[src/phase_cfg_pkg.sv]
// Package: command codes, field layouts, reset values and timing for the
// phase-shedding, frequency-protection and current-sharing settings block.
// Assumes a byte-wide management bus command port in the enclosing device.
package phase_cfg_pkg;

    // Command codes
    localparam logic [7:0] CMD_PHASE2TO3 = 8'hf2;
    localparam logic [7:0] CMD_PHASE3TO4 = 8'hf3;
    localparam logic [7:0] CMD_PHASE4TO5 = 8'hf4;
    localparam logic [7:0] CMD_PHASE5TO6 = 8'hf5;
    localparam logic [7:0] CMD_FREQ_PROTECT = 8'hf6;
    localparam logic [7:0] CMD_SHARE_GAINS = 8'hf7;
    localparam logic [7:0] CMD_FEEDFORWARD = 8'hf9;

    // Field layouts
    localparam int THR_MANT_MSB = 9;
    localparam int THR_EXP_LSB = 11;
    localparam int THR_EXP_MSB = 15;
    localparam int FP_WIN_MSB = 3;
    localparam int KI_LSB = 7;
    localparam int KI_MSB = 13;
    localparam int KP_MSB = 6;
    localparam int FF_CONST_LSB = 24;
    localparam int FF_CONST_MSB = 42;
    localparam int DUTY_HI_LSB = 19;
    localparam int DUTY_HI_MSB = 23;
    localparam int PH_ORDER_BIT = 18;
    localparam int PRECLAMP_BIT = 17;
    localparam int INTEG_MEM_BIT = 16;
    localparam int SS_CLAMP_LSB = 10;
    localparam int SS_CLAMP_MSB = 15;
    localparam int SECURE_OFF_BIT = 9;
    localparam int PULSE_MEM_BIT = 8;
    localparam int FF_GAIN_MSB = 7;

    // Writable bit masks; every other position is reserved and reads zero
    localparam logic [15:0] THR_MASK = 16'hfbff;
    localparam logic [7:0] FP_MASK = 8'h0f;
    localparam logic [15:0] SHARE_MASK = 16'h3fff;
    localparam logic [47:0] FF_MASK = 48'h07ff_ffff_ffff;

    // Values after reset
    localparam logic [15:0] THR_RESET = 16'h0000;
    localparam logic [7:0] FP_RESET = 8'h00;
    localparam logic [15:0] SHARE_RESET = 16'h0000;
    localparam logic [47:0] FF_RESET = 48'h0000_0003_0301;

    // Window and clamp constants
    localparam logic [4:0] FP_WINDOW_FULL = 5'h10;
    localparam logic [6:0] SS_CLAMP_TOP = 7'h3f;
    localparam logic [7:0] SS_CLAMP_STEP_MV = 8'h02;

    // Decoded settings handed to the control loop
    typedef struct packed {
        logic [9:0] thr_2to3;
        logic [9:0] thr_3to4;
        logic [9:0] thr_4to5;
        logic [9:0] thr_5to6;
        logic [4:0] fp_window;
        logic fp_active;
        logic share_resonant_on;
        logic share_bridge_on;
        logic [6:0] integral_gain;
        logic [6:0] proportional_gain;
        logic [18:0] ff_constant;
        logic [4:0] duty_threshold_hi;
        logic ph_order_sequential;
        logic pulse_memory_on;
        logic [7:0] ff_gain;
        logic ss_clamp_override;
        logic [7:0] softstart_error_clamp;
    } cfg_s;

    typedef enum logic [1:0] {
        PH_HOLD = 2'b00,
        PH_ADD = 2'b01,
        PH_DROP = 2'b11
    } ph_step_e;

endpackage : phase_cfg_pkg

[src/shed_compare.sv]
`timescale 1ns/1ps
// Phase-count decision: compares current against the four thresholds.
// Assumes currents arrive already in the same LSB weight as the thresholds.
module shed_compare
    import phase_cfg_pkg::*;
(
    // Clock and reset
    input wire logic clk_i,
    input wire logic reset_i,
    // Thresholds and currents
    input wire logic [39:0] thr_i,
    input wire logic [9:0] ripple_comp_offset_i,
    input wire logic [11:0] iout_now_i,
    input wire logic [11:0] iout_avg_i,
    input wire logic [2:0] phases_i,
    // Decision
    output logic [1:0] step_o
);
    ////////////////////////////////////////////////////////////////////////
    // Transition index: 2 phases use threshold 0, up to 5 phases threshold 3
    logic [1:0] idx_up;
    logic [1:0] idx_dn;
    logic [11:0] thr_up;
    logic [11:0] thr_dn;
    logic can_up;
    logic can_dn;

    always_comb
    begin
        idx_up = 2'(phases_i - 3'd2);
        idx_dn = 2'(phases_i - 3'd3);
        can_up = (phases_i >= 3'd2) && (phases_i <= 3'd5);
        can_dn = (phases_i >= 3'd3) && (phases_i <= 3'd6);
        thr_up = {2'b00, thr_i[idx_up*10 +: 10]} + {2'b00, ripple_comp_offset_i};
        thr_dn = {2'b00, thr_i[idx_dn*10 +: 10]} - {2'b00, ripple_comp_offset_i};
        if (thr_i[idx_dn*10 +: 10] < ripple_comp_offset_i)
            thr_dn = 12'h000;
    end

    always_ff @(posedge clk_i)
    begin
        if (reset_i)
            step_o <= PH_HOLD;
        else if (can_up && iout_now_i > thr_up)
            step_o <= PH_ADD;
        else if (can_dn && iout_avg_i < thr_dn)
            step_o <= PH_DROP;
        else
            step_o <= PH_HOLD;
    end
endmodule : shed_compare

[src/pulse_memory.sv]
`timescale 1ns/1ps
// Pulse queue: holds oscillator requests that land during a running pulse.
// Assumes one request at most per clock and a busy level from the stage while a pulse runs.
module pulse_memory #(
    parameter int DEPTH_W = 4
) (
    // Clock and reset
    input wire logic clk_i,
    input wire logic reset_i,
    // Control
    input wire logic enable_i,
    input wire logic request_i,
    input wire logic busy_i,
    // Fire strobe and pending count
    output logic fire_o,
    output logic [DEPTH_W-1:0] pending_o
);
    ////////////////////////////////////////////////////////////////////////
    logic [DEPTH_W-1:0] next_pending;
    logic take_stored;

    // Stored pulses go out one at a time once the running pulse ends
    assign take_stored = !busy_i && !request_i && (pending_o != '0);

    always_comb
    begin
        next_pending = pending_o;
        if (request_i && busy_i && enable_i && (pending_o != '1))
            next_pending = pending_o + 1'b1;
        else if (take_stored)
            next_pending = pending_o - 1'b1;
        if (!enable_i)
            next_pending = '0;
    end

    always_ff @(posedge clk_i)
    begin
        if (reset_i)
            pending_o <= '0;
        else
            pending_o <= next_pending;
    end

    always_ff @(posedge clk_i)
    begin
        if (reset_i)
            fire_o <= 1'b0;
        else
            fire_o <= (request_i && !busy_i) || (take_stored && enable_i);
    end
endmodule : pulse_memory

[src/phase_shed_current_share_cfg.sv]
`timescale 1ns/1ps
// Settings block for phase shedding, frequency protection, current sharing
// and feed-forward control, with its decoded effects on the control loop.
// Assumes the bus engine delivers whole command words with a one-cycle strobe.
//
// What this block does
// - Four thresholds hold a 10-bit unsigned current for phase steps two to six.
// - Instantaneous current adds phases; averaged current removes phases.
// - Each threshold is shifted by the ripple offset before comparing.
// - Threshold reads form Linear words; Linear writes only with exponent equal to current_exponent_setting_i.
// - Frequency averaging window is sixteen minus field, zero field means none.
// - Frequency protection only in resonant adaptive loop, unless disabled.
// - Share register: integral gain bits 13:7, proportional gain bits 6:0.
// - Resonant sharing on when integral gain nonzero; lengthen start delay.
// - Bridge sharing on when proportional gain nonzero; widen pulse spacing.
// - Bits 42:24 hold the resonant feed-forward constant.
// - Bits 23:19 hold upper duty threshold bits; zero turns correction off.
// - Soft-start clamp is 2mV times 63 minus field; zero disables it.
// - Bit 18 picks sequential phase order, else shuffled.
// - Bit 8 stores oscillator pulses arriving during a pulse, in adaptive on-loop mode only.
module phase_shed_current_share_cfg
    import phase_cfg_pkg::*;
(
    // Clock and reset
    input wire logic clk_i,
    input wire logic reset_i,
    // Command port
    input wire logic wr_i,
    input wire logic rd_i,
    input wire logic [7:0] cmd_i,
    input wire logic [47:0] wdata_i,
    output logic [47:0] rdata_o,
    output logic ack_o,
    output logic unsupported_o,
    // System settings
    input wire logic [4:0] current_exponent_setting_i,
    input wire logic [9:0] ripple_comp_offset_i,
    input wire logic protection_disable_bit_i,
    input wire logic adaptive_on_loop_mode_i,
    input wire logic resonant_topology_i,
    input wire logic softstart_i,
    // Loop signals
    input wire logic [11:0] iout_now_i,
    input wire logic [11:0] iout_avg_i,
    input wire logic [2:0] phases_i,
    input wire logic [7:0] duty_i,
    input wire logic pulse_oscillator_i,
    input wire logic pulse_busy_i,
    // Loop outputs
    output phase_cfg_pkg::cfg_s cfg_o,
    output logic [1:0] phase_step_o,
    output logic duty_correction_o,
    output logic phase_pulse_o,
    output logic [3:0] pulse_pending_o
);
    import phase_cfg_pkg::*;

    ////////////////////////////////////////////////////////////////////////
    // Register storage
    logic [15:0] thr [4];
    logic [7:0] freq_protect_window;
    logic [15:0] current_share_gains;
    logic [47:0] feedforward_control;

    function automatic logic is_thr(input logic [7:0] c);
        is_thr = (c >= CMD_PHASE2TO3) && (c <= CMD_PHASE5TO6);
    endfunction : is_thr

    logic thr_ok;
    // Linear write only with matching exponent
    assign thr_ok = (wdata_i[THR_EXP_MSB:THR_EXP_LSB] == current_exponent_setting_i);

    genvar g;
    generate
        for (g = 0; g < 4; g++)
        begin : g_thr
            always_ff @(posedge clk_i)
            begin
                if (reset_i)
                    thr[g] <= THR_RESET;
                else if (wr_i && cmd_i == CMD_PHASE2TO3 + 8'(g) && thr_ok)
                    thr[g] <= wdata_i[15:0] & THR_MASK;
            end
        end
    endgenerate

    // masked writes keep reserved bits zero
    always_ff @(posedge clk_i)
    begin
        if (reset_i)
            freq_protect_window <= FP_RESET;
        else if (wr_i && cmd_i == CMD_FREQ_PROTECT)
            freq_protect_window <= wdata_i[7:0] & FP_MASK;
    end

    always_ff @(posedge clk_i)
    begin
        if (reset_i)
            current_share_gains <= SHARE_RESET;
        else if (wr_i && cmd_i == CMD_SHARE_GAINS)
            current_share_gains <= wdata_i[15:0] & SHARE_MASK;
    end

    always_ff @(posedge clk_i)
    begin
        if (reset_i)
            feedforward_control <= FF_RESET;
        else if (wr_i && cmd_i == CMD_FEEDFORWARD)
            feedforward_control <= wdata_i & FF_MASK;
    end

    ////////////////////////////////////////////////////////////////////////
    // Read-back and acknowledge
    always_ff @(posedge clk_i)
    begin
        if (reset_i)
        begin
            rdata_o <= 48'h0;
            ack_o <= 1'b0;
            unsupported_o <= 1'b0;
        end
        else
        begin
            ack_o <= wr_i || rd_i;
            unsupported_o <= wr_i && is_thr(cmd_i) && !thr_ok;
            if (rd_i)
            begin
                unique case (cmd_i)
                    // exponent field reads as Linear word
                    CMD_PHASE2TO3, CMD_PHASE3TO4, CMD_PHASE4TO5, CMD_PHASE5TO6:
                        rdata_o <= {32'h0, thr[2'(cmd_i - CMD_PHASE2TO3)]};
                    CMD_FREQ_PROTECT:
                        rdata_o <= {40'h0, freq_protect_window};
                    CMD_SHARE_GAINS:
                        rdata_o <= {32'h0, current_share_gains};
                    CMD_FEEDFORWARD:
                        rdata_o <= feedforward_control;
                    default:
                        rdata_o <= 48'h0;
                endcase
            end
        end
    end

    ////////////////////////////////////////////////////////////////////////
    // Decoded settings
    logic [5:0] ss_field;
    logic [4:0] duty_hi;
    assign ss_field = feedforward_control[SS_CLAMP_MSB:SS_CLAMP_LSB];
    assign duty_hi = feedforward_control[DUTY_HI_MSB:DUTY_HI_LSB];

    // One register group per concern; cfg_o below is only their wiring
    logic [9:0] thr_mant [4];
    logic [4:0] fp_window;
    logic fp_active;
    logic share_resonant_on;
    logic share_bridge_on;
    logic [6:0] integral_gain;
    logic [6:0] proportional_gain;
    logic [18:0] ff_constant;
    logic [4:0] duty_threshold_hi;
    logic ph_order_sequential;
    logic pulse_memory_on;
    logic [7:0] ff_gain;
    logic ss_clamp_override;
    logic [7:0] softstart_error_clamp;

    generate
        for (g = 0; g < 4; g++)
        begin : g_mant
            always_ff @(posedge clk_i)
            begin
                if (reset_i)
                    thr_mant[g] <= 10'h000;
                else
                    thr_mant[g] <= thr[g][THR_MANT_MSB:0];
            end
        end
    endgenerate

    always_ff @(posedge clk_i)
    begin
        if (reset_i)
            fp_window <= 5'h00;
        else if (freq_protect_window[FP_WIN_MSB:0] == 4'h0)
            fp_window <= 5'h00;
        else
            fp_window <= FP_WINDOW_FULL - {1'b0, freq_protect_window[FP_WIN_MSB:0]};
    end

    always_ff @(posedge clk_i)
    begin
        if (reset_i)
            fp_active <= 1'b0;
        else
            fp_active <= resonant_topology_i && adaptive_on_loop_mode_i
                && !protection_disable_bit_i;
    end

    // The topology picks which gain switches sharing on
    always_ff @(posedge clk_i)
    begin
        if (reset_i)
        begin
            integral_gain <= 7'h00;
            proportional_gain <= 7'h00;
            share_resonant_on <= 1'b0;
            share_bridge_on <= 1'b0;
        end
        else
        begin
            integral_gain <= current_share_gains[KI_MSB:KI_LSB];
            proportional_gain <= current_share_gains[KP_MSB:0];
            share_resonant_on <= resonant_topology_i
                && (current_share_gains[KI_MSB:KI_LSB] != 7'h00);
            share_bridge_on <= !resonant_topology_i
                && (current_share_gains[KP_MSB:0] != 7'h00);
        end
    end

    always_ff @(posedge clk_i)
    begin
        if (reset_i)
        begin
            ff_constant <= 19'h00000;
            duty_threshold_hi <= 5'h00;
            ph_order_sequential <= 1'b0;
            pulse_memory_on <= 1'b0;
            ff_gain <= 8'h00;
        end
        else
        begin
            // constant used for resonant loop only
            ff_constant <= resonant_topology_i
                ? feedforward_control[FF_CONST_MSB:FF_CONST_LSB] : 19'h00000;
            duty_threshold_hi <= duty_hi;
            ph_order_sequential <= feedforward_control[PH_ORDER_BIT];
            pulse_memory_on <= feedforward_control[PULSE_MEM_BIT];
            ff_gain <= feedforward_control[FF_GAIN_MSB:0];
        end
    end

    always_ff @(posedge clk_i)
    begin
        if (reset_i)
        begin
            ss_clamp_override <= 1'b0;
            softstart_error_clamp <= 8'h00;
        end
        else
        begin
            ss_clamp_override <= softstart_i && (ss_field != 6'h00);
            softstart_error_clamp <= 8'(SS_CLAMP_STEP_MV * (SS_CLAMP_TOP - {1'b0, ss_field}));
        end
    end

    assign cfg_o = '{
        thr_2to3: thr_mant[0],
        thr_3to4: thr_mant[1],
        thr_4to5: thr_mant[2],
        thr_5to6: thr_mant[3],
        fp_window: fp_window,
        fp_active: fp_active,
        share_resonant_on: share_resonant_on,
        share_bridge_on: share_bridge_on,
        integral_gain: integral_gain,
        proportional_gain: proportional_gain,
        ff_constant: ff_constant,
        duty_threshold_hi: duty_threshold_hi,
        ph_order_sequential: ph_order_sequential,
        pulse_memory_on: pulse_memory_on,
        ff_gain: ff_gain,
        ss_clamp_override: ss_clamp_override,
        softstart_error_clamp: softstart_error_clamp
    };

    always_ff @(posedge clk_i)
    begin
        if (reset_i)
            duty_correction_o <= 1'b0;
        else
            duty_correction_o <= (duty_hi != 5'h00) && (duty_i[7:3] > duty_hi);
    end

    ////////////////////////////////////////////////////////////////////////
    // Phase decisions and pulse memory
    shed_compare u_shed (
        .clk_i(clk_i),
        .reset_i(reset_i),
        .thr_i({thr[3][9:0], thr[2][9:0], thr[1][9:0], thr[0][9:0]}),
        .ripple_comp_offset_i(ripple_comp_offset_i),
        .iout_now_i(iout_now_i),
        .iout_avg_i(iout_avg_i),
        .phases_i(phases_i),
        .step_o(phase_step_o)
    );

    pulse_memory #(.DEPTH_W(4)) u_mem (
        .clk_i(clk_i),
        .reset_i(reset_i),
        .enable_i(feedforward_control[PULSE_MEM_BIT] && adaptive_on_loop_mode_i),
        .request_i(pulse_oscillator_i),
        .busy_i(pulse_busy_i),
        .fire_o(phase_pulse_o),
        .pending_o(pulse_pending_o)
    );
endmodule : phase_shed_current_share_cfg

[config.mk]
export PLATFORM = sky130hd
export DESIGN_NAME = phase_shed_current_share_cfg
export DESIGN_NICKNAME = d
export VERILOG_FILES = /design/src/phase_cfg_pkg.sv /design/src/shed_compare.sv /design/src/pulse_memory.sv /design/src/phase_shed_current_share_cfg.sv
export SDC_FILE = /design/constraint.sdc
export NUM_CORES = 1
export LEC_CHECK = 0
export ABC_AREA = 1
export BUFFER_PORTS_ARGS = -buffer_cell sky130_fd_sc_hd__buf_4
export CAP_MARGIN = 20
export CORE_UTILIZATION = 40
export CTS_CLUSTER_DIAMETER = 80
export DETAILED_ROUTE_END_ITERATION = 10
export PLACE_DENSITY = 0.66
export REMOVE_ABC_BUFFERS = 1
export SYNTH_ARGS = -nofsm -noshare
export SYNTH_HDL_FRONTEND = slang
export SYNTH_SLANG_ARGS = --single-unit
export TNS_END_PERCENT = 100
[constraint.sdc]
create_clock -name clk_i -period 3.8 [get_ports clk_i]
set_clock_uncertainty 0.15 [all_clocks]
set_input_delay 0.38 -clock clk_i [delete_from_list [all_inputs] [get_ports clk_i]]
set_output_delay 0.38 -clock clk_i [all_outputs]
set_load 0.05 [all_outputs]
==> results_dict.tcl <==
set metrics [dict create \
    wl_um 35550 \
    synth-main-ff-cell "dfxtp_1" \
    post-cts-setup-buffers 0 \
    ys_warn_count 0 \
    fmax_mhz 291.4 \
    cts_buffers 31 \
    setup-violations-final 0 \
    netSwitchingFraction_pct 27.57 \
    crit_path_end_kind "flop" \
    finalCritPeriodShare_pct 90.29 \
    die_area_mm2 0.03056 \
    clock_sinks 277 \
    synth_area_mm2 0.01195 \
    start_util_pct 41.18 \
    switching_power_mw 2.024 \
    cts_repair_resize_count 0 \
    antenna_cells 0 \
    dr.pass1.iters 5 \
    clockRootBuffer "clkbuf_16" \
    areaGrowthSynthToFinish_pct 32.14 \
    worstSkewPairLatency_ns 0.57 \
    ys_ff_latch 277 \
    crit_slowest_cell "a21oi_1" \
    die_y_um 174.8 \
    yosysSeqAreaShare_pct 51.44 \
    crit_required_ns 4.11 \
    h-tree-depth 1 \
    syn_inst 1423 \
    hpwl_um 25450 \
    vdd_drop_max_v 0.0003869 \
    clock_path_buffers 3 \
    final_hold_viol_count 0 \
    min_period_ns 3.431 \
    synth-async-reset-ratio_pct 0 \
    viasPerCell 5.023 \
    critPathArrivalTime_ns 3.74 \
    drc 0 \
    wl_per_cell_um 16.71 \
    drtAntennaViolNets 0 \
    row_count 62 \
    rsz0062_at_grt "false" \
    grt_pass1_wl_um 55080 \
    power_mw 7.341 \
    powerDensity_mw_per_mm2 465.0 \
    port_buffers 263 \
    drive_above_1_share_pct 21.44 \
    placed_cells 2023 \
    p_comb_share_pct 16.4 \
    crit_chain "inv_1, o21ai_0, a21oi_1, a21oi_1, ha_1, a21oi_1, o21ai_0, a21oi_1, nor2_1, nor2_1, xor2_1, ha_1, nand4_1, nor4_1, nor3_1, and2_0, nand2_1, nand2_1" \
    crit_fanout 3 \
    tritoncts "yes" \
    core_area_mm2 0.02901 \
    final_cells 2128 \
    gr-total-overflow 0 \
    fin_util_pct 54.42 \
    netlist-cell-type-count 50 \
    path_clk_slew_ns 0.06 \
    grtUsageTotal_pct 22.65 \
    p_clk_share_pct 40.8 \
    worst_setup_path_start_kind "flop" \
    p_seq_share_pct 42.8 \
    synth-edff-count 60 \
    place_congestion 0.9038 \
    first_global_vias 10440 \
    hold_path.class "primary input to flop" \
    internal_power_mw 5.317 \
    drv_cap 0 \
    io_pins 279 \
    dr_total_vias 10689 \
    slew_violations 0 \
    status "completed" \
    syn_area_per_cell_um2 8.396 \
    slowest_delay_ns 0.38 \
    fill_cells 2673 \
    crit_top_cell "a21oi_1" \
    antenna_found_initial 0 \
    crit_type "flop to flop" \
    drt_iter0_markers 783 \
    grt_max_degree 74 \
    p_leak_nw 6.972 \
    num-nets-final 1891 \
    dieWidth_um 174.8 \
    maxSlewHeadroom_pct 43.36 \
    worst_pin_slew_ns 0.8495 \
]
## power groups by stage
stage / Sequential [mW] / Combinational [mW] / Clock (mW)
3_3_place_gp: 3.20 / 1.14 / 0
5_1_grt: 3.15 / 1.33 / 3.17
2_1_floorplan: 3.38 / 0.533 / 0
6_report: 3.14 / 1.21 / 3.00
3_5_place_dp: 3.20 / 1.16 / 0
4_1_cts: 3.14 / 1.20 / 3.04
## state kept, by name (all words and copies together) (netlist names), 7 cells and up
| register | flops |
|---|---|
| proportional_gain | 7 |
| feedforward_control | 43 |
| ff_constant | 19 |
| thr | 60 |
| current_share_gains | 14 |
| ff_gain | 8 |
| rdata_o | 43 |
| integral_gain | 7 |
| thr_mant | 40 |
## worst paths after layout
kind / startpoint / to / slack [ns] / cells past startpoint
max: thr[3][1] / u_shed.step_o[0] / 0.37 / 18
min: wdata_i[36] / feedforward_control[36] / 0.004 / 3
max reg2reg: thr[3][1] / u_shed.step_o[0] / 0.37 / 18
min reg2reg: feedforward_control[30] / ff_constant[6] / 0.30 / 2
## critical path, delay by kind of cell (launching register included)
kind            cells  cell delay [ns]
xor+xnor            1             0.15
compound gates      6             1.01
fa+ha+maj           2             0.55
buf+inv             1             0.08
simple gates        8             1.00
flops               1             0.36
## metal layers
layer / vias up / share of wire [%] / track usage [%]
met2: 450 / 45 / 37.52
met4: 0 / 2.1 / 5.435
met5: - / 0 / 0
met3: 49 / 10 / 6.876
li1: 5304 / - / -
met1: 4886 / 43 / 28.76
## timing repair
item / in CTS / in global routing
setup endpoints to repair: 0 / 0
hold buffers: 47 / 0
hold endpoints to repair: 55 / 0
## kinds of logic after synthesis
group,synth area share [%]
AO/OA/AOI/OAI,18.16
AND/OR/NAND/NOR,14.26
flip-flops,51.44
buffers and inverters,8.880
adder cells (fa/ha/maj),6.053
XOR/XNOR,1.173
other,0.03139
## cells in the final DEF (no fill, tap or decap), types with 8 or more instances in the layout
master and count:
clkbuf_16 31, dlygate4sd3_1 47, conb_1 8, inv_1 160, clkbuf_8 10, nand3_1 22
buf_4 292, nand4_1 11, xor2_1 9, a21oi_1 200, ha_1 53, o21ai_1 45
dfxtp_1 217, nand2_1 152, a221oi_1 10, o21ai_0 117, edfxtp_1 60, nor2_1 188
o22ai_1 25
## stage by stage
step                      area [um^2]  setup WS, ns   TNS (ns)  hold WS (ns)
final                           15790        0.3688          0      0.003721
after global routing            15790       0.03809          0       0.02519
after CTS                       15790        0.3566          0      0.003540
after detailed placement        14280       -0.1199    -0.1684        0.2942
after global placement          14280     -0.004708  -0.004708        0.2869
after floorplan                 11540       -0.5358     -1.049        0.2598
## final cells by class
| type | instances | area [um^2] | area share (%) |
|---|---|---|---|
| Clock inverter | 11 | 103.9 | 0.6578 |
| Clock buffer | 47 | 935.9 | 5.928 |
| Sequential cell | 277 | 6146 | 38.93 |
| Timing Repair Buffer | 342 | 2723 | 17.25 |
| Inverter | 168 | 631.9 | 4.002 |
| Multi-Input combinational cell | 899 | 4767 | 30.20 |
| Tap cell | 384 | 480.5 | 3.043 |
## cells in the mapped netlist, types with 10 or more instances
library cell / instances / area share [%]
a21oi_1: 200 / 8.4
a221oi_1: 10 / 0.73
buf_2: 18 / 0.75
buf_4: 16 / 1.0
clkbuf_1: 47 / 1.5
dfxtp_1: 217 / 36
edfxtp_1: 60 / 15
ha_1: 53 / 5.6
inv_1: 160 / 5.0
nand2_1: 152 / 4.8
nand3_1: 22 / 0.92
nand4_1: 11 / 0.58
nor2_1: 188 / 5.9
o21ai_0: 119 / 5.0
o21ai_1: 43 / 1.8
o22ai_1: 25 / 1.3
No activity file was read; power rests on OpenSTA's default activity.
